[config.mk]
export PLATFORM = sky130hd
export DESIGN_NAME = rswc_top
export DESIGN_NICKNAME = d
export VERILOG_FILES = /design/src/rtl/rswc_pkg.sv /design/src/rtl/rswc_top.sv
export VERILOG_INCLUDE_DIRS = /design/src /design/src/rtl
export SDC_FILE = /design/constraint.sdc
export NUM_CORES = 1
export LEC_CHECK = 0
export ABC_CLOCK_PERIOD_IN_PS = 4200
export BUFFER_PORTS_ARGS = -buffer_cell sky130_fd_sc_hd__buf_2
export CAP_MARGIN = 20
export CORE_MARGIN = 3
export CORE_UTILIZATION = 30
export DETAILED_ROUTE_END_ITERATION = 12
export GPL_TIMING_DRIVEN = 1
export PLACE_DENSITY = 0.55
export SYNTH_ARGS = -nofsm -noshare
export SYNTH_HDL_FRONTEND = slang
export SYNTH_SLANG_ARGS = --single-unit
[constraint.sdc]
create_clock -name clk -period 4.2 [get_ports clk]
set_input_delay 0.21 -clock clk [delete_from_list [all_inputs] [get_ports clk]]
set_output_delay 0.21 -clock clk [all_outputs]
set_load 0.05 [all_outputs]
[src/rtl/rswc_params.svh]
/*
   Constants of the reset status, debug forced reset, options and watchdog block.
   Assumes inclusion by bare name from the package and from the top module.
*/
`ifndef RSWC_PARAMS_SVH
`define RSWC_PARAMS_SVH

// Status bit positions
`define RSWC_ST_POR        7
`define RSWC_ST_PIN        6
`define RSWC_ST_WDG        5
`define RSWC_ST_OPC        4
`define RSWC_ST_ADR        3
`define RSWC_ST_OSC        2
`define RSWC_ST_UV         1
`define RSWC_POR_VALUE     8'h82

// Options register fields
`define RSWC_OPT_TO_HI     7
`define RSWC_OPT_TO_LO     6
`define RSWC_OPT_HALT      5
`define RSWC_OPT_I2C       3
`define RSWC_OPT_MASK      8'hE8
`define RSWC_OPT_RESET     8'hC0

// Force reset bit in the debug forced reset register
`define RSWC_DBG_FORCE     0

// Service values
`define RSWC_SVC_FIRST     8'h55
`define RSWC_SVC_SECOND    8'hAA

// Slow clock timeouts, period of one slow tick in ms
`define RSWC_LPO_MS        1
`define RSWC_LPO_T1_MS     32
`define RSWC_LPO_T2_MS     256
`define RSWC_LPO_T3_MS     1024

`define RSWC_CNT_W         19

`endif

[src/rtl/rswc_pkg.sv]
/*
   Types of the reset status and watchdog block.
   Assumes nothing beyond the constants header.
*/
package rswc_pkg;
`include "rswc_params.svh"

   // Register select codes of the access port
   typedef enum logic [1:0] {
      RSWC_REG_STATUS = 2'h0,
      RSWC_REG_DBGFR  = 2'h1,
      RSWC_REG_OPT1   = 2'h2,
      RSWC_REG_NONE   = 2'h3
   } rswc_reg_e;

   // Service sequence state
   typedef enum logic {
      RSWC_SVC_IDLE  = 1'b0,
      RSWC_SVC_ARMED = 1'b1
   } rswc_svc_e;

   typedef logic [`RSWC_CNT_W-1:0] rswc_cnt_t;

endpackage : rswc_pkg

[src/rtl/rswc_top.sv]
/*
   Reset cause capture, debug forced reset, write-once options and watchdog.
   Assumes one 50 MHz clock, a one-cycle slow tick every 1 ms, and a system
   reset controller that asserts rst after reset_req and por on power-up.
*/
`timescale 1ns/1ps
`include "rswc_params.svh"

module rswc_top
   import rswc_pkg::*;
#(
   parameter int BUS_T1_CYC  = 8192,
   parameter int BUS_T2_CYC  = 65536,
   parameter int BUS_T3_CYC  = 262144,
   parameter int BUS_W1_CYC  = 6144,
   parameter int BUS_W2_CYC  = 49152,
   parameter int BUS_W3_CYC  = 196608
)
(
   input  wire logic       clk,
   input  wire logic       rst,
   input  wire logic       por,
   // Program access
   input  wire logic [1:0] cpu_sel,
   input  wire logic       cpu_wr,
   input  wire logic [7:0] cpu_wdata,
   output logic      [7:0] cpu_rdata,
   // Debug link memory write
   input  wire logic [1:0] dbg_sel,
   input  wire logic       dbg_wr,
   input  wire logic [7:0] dbg_wdata,
   // Reset sources and qualifiers
   input  wire logic       ext_reset_n,
   input  wire logic       bad_opcode,
   input  wire logic       halt_exec,
   input  wire logic       debug_halt_exec,
   input  wire logic       debug_mode_enable,
   input  wire logic       bad_address,
   input  wire logic       ref_osc_failure,
   input  wire logic       undervoltage_trip,
   input  wire logic       undervoltage_reset_enable,
   input  wire logic       watchdog_master_enable,
   input  wire logic       watchdog_clock_select,
   input  wire logic       watchdog_window_enable,
   input  wire logic       lpo_tick,
   // Results
   output logic            reset_req,
   output logic            halt_enter,
   output logic            halt_mode_enable,
   output logic            i2c_line_location_select,
   output logic      [3:0] i2c_line_enable
);

   //==========================================================================
   // Timeout decode
   //==========================================================================
   // Slow clock limits are kept in ticks of the 1 ms pulse, so the counter
   // width is set by the longest bus clock period, not by these
   localparam rswc_cnt_t LPO_T1 = rswc_cnt_t'(`RSWC_LPO_T1_MS / `RSWC_LPO_MS);
   localparam rswc_cnt_t LPO_T2 = rswc_cnt_t'(`RSWC_LPO_T2_MS / `RSWC_LPO_MS);
   localparam rswc_cnt_t LPO_T3 = rswc_cnt_t'(`RSWC_LPO_T3_MS / `RSWC_LPO_MS);

   // Overflow count for a timeout code and clock choice
   // A zero code returns zero, which the enable logic never lets count
   function automatic rswc_cnt_t wdg_limit(input logic [1:0] code, input logic bus);
      rswc_cnt_t lim;
      lim = '0;
      case (code)
         2'h1:    lim = bus ? rswc_cnt_t'(BUS_T1_CYC) : LPO_T1;
         2'h2:    lim = bus ? rswc_cnt_t'(BUS_T2_CYC) : LPO_T2;
         2'h3:    lim = bus ? rswc_cnt_t'(BUS_T3_CYC) : LPO_T3;
         default: lim = '0;
      endcase
      return lim;
   endfunction : wdg_limit

   // Window open count; the slow clock never windows
   // Zero for the slow clock keeps every write clear of the window test
   function automatic rswc_cnt_t wdg_open(input logic [1:0] code, input logic bus);
      rswc_cnt_t w;
      w = '0;
      if (bus)
      begin
         case (code)
            2'h1:    w = rswc_cnt_t'(BUS_W1_CYC);
            2'h2:    w = rswc_cnt_t'(BUS_W2_CYC);
            2'h3:    w = rswc_cnt_t'(BUS_W3_CYC);
            default: w = '0;
         endcase
      end
      return w;
   endfunction : wdg_open

   //==========================================================================
   // Options register
   //==========================================================================
   logic [7:0] opt1;
   logic       opt1_locked;
   logic       opt1_wr;
   assign opt1_wr = cpu_wr && (rswc_reg_e'(cpu_sel) == RSWC_REG_OPT1);

   // First write after reset wins, later ones are dropped
   // Locking on any write, even one of default values, stops a runaway
   // program from quietly changing the watchdog or halt settings
   always_ff @(posedge clk or posedge rst)
   begin
      if (rst)
      begin
         opt1        <= `RSWC_OPT_RESET;
         opt1_locked <= 1'b0;
      end
      else if (opt1_wr && !opt1_locked)
      begin
         opt1        <= cpu_wdata & `RSWC_OPT_MASK;
         opt1_locked <= 1'b1;
      end
   end

   logic [1:0] to_code;
   assign to_code          = opt1[`RSWC_OPT_TO_HI:`RSWC_OPT_TO_LO];
   assign halt_mode_enable = opt1[`RSWC_OPT_HALT];

   // Pin routing follows the latched option bit
   // One cycle behind the register, which only matters right after
   // the single options write
   always_ff @(posedge clk or posedge rst)
   begin
      if (rst)
         i2c_line_location_select <= 1'b0;
      else
         i2c_line_location_select <= opt1[`RSWC_OPT_I2C];
   end

   // Enables order: port F line 2, F line 3, E line 4, E line 5
   genvar gi;
   generate
      for (gi = 0; gi < 4; gi++)
      begin : g_i2c
         assign i2c_line_enable[gi] = (gi >= 2) ? i2c_line_location_select
                                                : !i2c_line_location_select;
      end
   endgenerate

   //==========================================================================
   // Watchdog
   //==========================================================================
   // Watchdog state and decoded limits
   logic      wdg_on;
   logic      use_bus;
   rswc_cnt_t limit;
   rswc_cnt_t wopen;
   rswc_cnt_t wdg_cnt;
   rswc_svc_e svc;
   logic      st_wr;
   logic      svc_restart;
   logic      wdg_bad_write;
   logic      wdg_expire;

   // Watchdog blocked by master enable or a zero code
   assign wdg_on  = watchdog_master_enable && (to_code != 2'h0);
   assign use_bus = watchdog_clock_select;
   assign limit   = wdg_limit(to_code, use_bus);
   assign wopen   = wdg_open(to_code, use_bus);
   assign st_wr   = cpu_wr && (rswc_reg_e'(cpu_sel) == RSWC_REG_STATUS);

   // Second half of the pair restarts only after an armed first half
   // One bit of history only, so 0x55, 0x55, 0xAA still restarts
   assign svc_restart = st_wr && (svc == RSWC_SVC_ARMED)
                        && (cpu_wdata == `RSWC_SVC_SECOND);

   // Window only guards the bus clock, early writes are fatal
   always_comb
   begin
      wdg_bad_write = 1'b0;
      if (wdg_on && st_wr)
      begin
         if ((cpu_wdata != `RSWC_SVC_FIRST) && (cpu_wdata != `RSWC_SVC_SECOND))
            wdg_bad_write = 1'b1;
         if (watchdog_window_enable && use_bus && (wdg_cnt < wopen))
            wdg_bad_write = 1'b1;
      end
   end

   // Overflow when the counter reaches its last count and advances
   // Comparing against limit minus one lets the request leave on the
   // edge of the overflowing count, saving a cycle of latency
   assign wdg_expire = wdg_on && (wdg_cnt == limit - 1'b1)
                       && (use_bus || lpo_tick);

   // Service pair tracking; a stray write drops the armed state
   always_ff @(posedge clk or posedge rst)
   begin
      if (rst)
         svc <= RSWC_SVC_IDLE;
      else if (st_wr)
      begin
         if (cpu_wdata == `RSWC_SVC_FIRST)
            svc <= RSWC_SVC_ARMED;
         else
            svc <= RSWC_SVC_IDLE;
      end
   end

   // Counter runs only while enabled, restarts on service
   // Counting past the limit is harmless: the reset controller clears
   // the counter through rst long before it could wrap
   always_ff @(posedge clk or posedge rst)
   begin
      if (rst)
         wdg_cnt <= '0;
      else if (!wdg_on || svc_restart)
         wdg_cnt <= '0;
      else if (use_bus || lpo_tick)
         wdg_cnt <= wdg_cnt + 1'b1;
   end

   //==========================================================================
   // Reset sources
   //==========================================================================
   logic [7:0] cause;
   logic       dbg_force;
   logic       opc_fault;

   // Halt and debug halt become bad opcodes when not allowed
   assign opc_fault = bad_opcode
                      || (halt_exec && !halt_mode_enable)
                      || (debug_halt_exec && !debug_mode_enable);

   // Only the debug link reaches the force bit; program writes are dropped
   assign dbg_force = dbg_wr && (rswc_reg_e'(dbg_sel) == RSWC_REG_DBGFR)
                      && dbg_wdata[`RSWC_DBG_FORCE];

   // Cause vector; power-up is caught by the por reset value
   // Sources are levels; one that stays active keeps the request
   // and the status capture going every cycle
   always_comb
   begin
      cause                = 8'h00;
      cause[`RSWC_ST_PIN]  = !ext_reset_n;
      cause[`RSWC_ST_WDG]  = wdg_expire || wdg_bad_write;
      cause[`RSWC_ST_OPC]  = opc_fault;
      cause[`RSWC_ST_ADR]  = bad_address;
      cause[`RSWC_ST_OSC]  = ref_osc_failure;
      cause[`RSWC_ST_UV]   = undervoltage_trip && undervoltage_reset_enable;
   end

   // Reset request is a registered pulse to the reset controller
   // Registered so a glitch on a combinational source cannot reach
   // the reset controller
   always_ff @(posedge clk or posedge rst)
   begin
      if (rst)
         reset_req <= 1'b0;
      else
         reset_req <= (|cause) || dbg_force;
   end

   // Halt entry allowed only with halt mode enabled
   // A refused halt shows up as a bad opcode instead, never both
   always_ff @(posedge clk or posedge rst)
   begin
      if (rst)
         halt_enter <= 1'b0;
      else
         halt_enter <= halt_exec && halt_mode_enable;
   end

   //==========================================================================
   // Status register
   //==========================================================================
   logic [7:0] status;

   // Kept across ordinary resets so software can read the cause;
   // a debug forced reset alone records no flag
   // A power-up load wins over everything since por is asynchronous
   always_ff @(posedge clk or posedge por)
   begin
      if (por)
         status <= `RSWC_POR_VALUE;
      else if ((|cause) || dbg_force)
         status <= cause;
   end

   //==========================================================================
   // Read port
   //==========================================================================
   // One cycle read latency; force register always reads zero
   // Reads have no side effects, so polling the status is always safe
   always_ff @(posedge clk or posedge rst)
   begin
      if (rst)
         cpu_rdata <= 8'h00;
      else
      begin
         case (rswc_reg_e'(cpu_sel))
            RSWC_REG_STATUS: cpu_rdata <= status;
            RSWC_REG_DBGFR:  cpu_rdata <= 8'h00;
            RSWC_REG_OPT1:   cpu_rdata <= opt1;
            default:         cpu_rdata <= 8'h00;
         endcase
      end
   end

endmodule : rswc_top

==> impl_metrics.ini <==
[sta]
finalSetupViolations = 0
fin_tns_setup_ps = 0
fin_worst_skew_ps = 7.97
max_freq_mhz = 318
rsz0062_at_grt = false
maxSlewViolCount = 0
fin_crit_ps = 3150
hold_violations = 0
fin_crit_sh_pct = 75.0
whs_ps = 4.80

[finish]
postLayoutCoreUtil_pct = 37.5
multi_input_area_um2 = 1130
num_antenna_cells = 0
final_common_cell = buf_2
fin_nets = 328
fillers = 777
final_cells = 383
drive_above_1_share_pct = 22.9
layout_common_cells = buf_2, dfrtp_1, nor2_1, inv_1, nand2_1
areaGrowthSynthToFinish_pct = 19.3
seq_area_um2 = 1060
design_area_um2 = 2770

[floorplanning]
ios = 54
die_h_um = 93.9
initial_core_util_pct = 31.5
dieArea_um2 = 8820
coreArea_um2 = 7370
row_count = 31
fp.dieW_um = 93.9

[detailed_routing]
vias = 1845
routedWlPerCell_um = 13.4
drt_iter0_drc = 82
routed_wl_um = 5130
dr.pass1.iters = 6
vias_per_cell = 4.82
drc = 0
postRouteAntennaNets = 0

[clock_tree]
clk_pin_slew_ps = 90
cts-root-buf = clkbuf_8
cts_buffer_depth = 2
tritoncts = built
cts_made_buffers = 5
cts_resized = 0
htree_num_levels = 2
clock_latency_ps = 300
cts_sinks = 42

[grt]
antenna_found_initial = 0
grt_pass1_vias = 1759
gr-usage-all-layers_pct = 12.2
grt-ovfl-total = 0
grt_start_max_net_pins = 36
grt_pass1_wl_um = 8530

[logic_synthesis]
synth-async-reset-ratio_pct = 100
synth_seq_cells = 42
netlist_instances = 241
syn_area_um2 = 2320
syn_area_per_cell_um2 = 9.62
synth-main-ff-cell = dfrtp_1
synth-edff-count = 0
ys_types = 49
ys.warnings.count = 0
yosysSeqAreaShare_pct = 45.5
syn_nets = 286

[worst_setup_path]
crit_required_ps = 4370
crit_fanout = 15
path_class = reg -> reg
arrival_ps = 3320
slowest_stage = dfstp_2
cp-start-kind = flop
critPathCaptureType = flop
cpPeakStageDelay_ps = 710
worstPathCellList = or3b_2, ha_1, xnor2_1, or4_1, a2111oi_0, nand4_1, nand3_2, o21ai_1

[power_and_ir_drop]
p_sw_uw = 355
leakage_uw = 0.00126
internal-power_uw = 778
ir_worst_vdd_mv = 0.148
power.density_nw_per_um2 = 410
p_seq_share_pct = 41.7
power.share.clock_pct = 35.2
swShare_pct = 31.3
combPwrFrac_pct = 23.0

[hold_path]
hold_path_class = in -> async

[placement]
dp_cells = 374
dp_hpwl_um = 3700
place_congestion = 0.750
io_buffer_count = 45
placed_area_um2 = 2610

[status]
status = completed

[flow_run]
maxCapViolCount = 0
==> power groups by stage <==
stage | clock, uW | combinational, uW | sequential (uW)
4_1_cts | 407 | 264 | 473
3_5_place_dp | 0 | 262 | 480
6_report | 399 | 261 | 473
3_3_place_gp | 0 | 261 | 481
2_1_floorplan | 0 | 183 | 499
5_1_grt | 426 | 285 | 479
==> cell usage after synthesis, drive strengths merged (2+ instances only) <==
cell / instances / share of area (%)
dfrtp: 38 / 41
nor2: 32 / 5.2
inv: 16 / 2.6
nand2: 15 / 2.4
xor2: 13 / 4.9
xnor2: 10 / 3.8
o21ai: 9 / 1.9
buf: 8 / 2.2
nand3: 8 / 1.9
nand4: 8 / 2.2
ha: 7 / 3.8
nor3: 7 / 1.5
mux2i: 6 / 2.6
clkbuf: 5 / 0.81
nor4bb: 5 / 2.2
dfstp: 4 / 4.5
nand3b: 4 / 1.3
or3: 4 / 1.1
a21oi: 3 / 0.65
and2: 3 / 0.81
and3: 3 / 0.81
o21bai: 3 / 0.97
a2111oi: 2 / 0.76
a31oi: 2 / 0.54
a41oi: 2 / 0.76
mux2: 2 / 0.97
o2111ai: 2 / 0.76
o211ai: 2 / 0.86
o21a: 2 / 0.65
==> per-stage QoR <==
stage | worst slack (ps) | total power [uW]
final | 1050 | 1130
after global routing | 868 | 1190
after CTS | 1020 | 1140
after detailed placement | 1030 | 743
after global placement | 1060 | 741
after floorplan | 1450 | 682
==> path summary, 6_finish.rpt <==
kind | from | to | slack [ps] | cells past startpoint
hold / removal | rst | cpu_rdata[7]$_DFF_PP0_ | 5 | 3
min in group clk | ext_reset_n | status[6]$_DFFE_PP0P_ | 100 | 2
max in group asynchronous | por | status[7]$_DFFE_PP1P_ | 3530 | 3
setup reg to reg | opt1[6]$_DFFE_PP1P_ | status[4]$_DFFE_PP0P_ | 1050 | 8
setup / recovery | opt1[6]$_DFFE_PP1P_ | status[4]$_DFFE_PP0P_ | 1050 | 8
hold reg to reg | opt1[3]$_DFFE_PP0P_ | i2c_line_location_select$_DFF_PP0_ | 410 | 0
==> cells by family after synthesis <==
kind of cell             after synthesis  share of synthesized area [%]
buffers and inverters                 29                           5.56
XOR/XNOR                              23                           8.69
adder cells (fa/ha/maj)                8                           4.21
other                                  1                          0.162
flip-flops                            42                           45.5
AO/OA/AOI/OAI                         32                           9.82
AND/OR/NAND/NOR                       98                           22.5
multiplexers                           8                           3.56
==> worst max-delay path: cells and delay by family (launching register included) <==
family                     cells  cell delay (ps)
DFF                            1              710
and+or+nand+nor                4             1400
adders and majority gates      1              320
xor gates and xnor gates       1              120
AOI/OAI and AO/OA              2              480
==> repair_timing <==
| action | CTS | global route |
|---|---|---|
| endpoints found under the hold margin | 5 | 0 |
| endpoints found under the setup margin | 0 | 0 |
| setup buffers | 0 | 0 |
| hold buffers | 1 | 0 |
==> sequential cells by signal (all words and copies together) (netlist names) <==
| signal | count |
|---|---|
| cpu_rdata | 7 |
| i2c_line_location_select | 1 |
| opt1_locked | 1 |
| status | 7 |
| halt_enter | 1 |
| reset_req | 1 |
| opt1 | 4 |
| wdg_cnt | 19 |
| svc | 1 |
==> area by class of cell <==
type                    count  share of cell area (%)
multi-input cells         170                    41.0
flip-flops and latches     42                    38.2
repair buffers             48                    9.05
well taps                  99                    4.48
clock buffers               6                    2.99
clock inverters             2                    2.17
inverters                  16                    2.17
==> per-layer routing <==
| layer | routed length, um | track usage [%] | part of all wire [%] |
|---|---|---|---|
| met4 | 85 | 4.45 | 1.7 |
| met3 | 152 | 2.32 | 3.0 |
| met1 | 2420 | 16.0 | 47 |
| met5 | 0 | 0 | 0 |
| met2 | 2470 | 20.0 | 48 |
(Power assumes the default switching activity.)
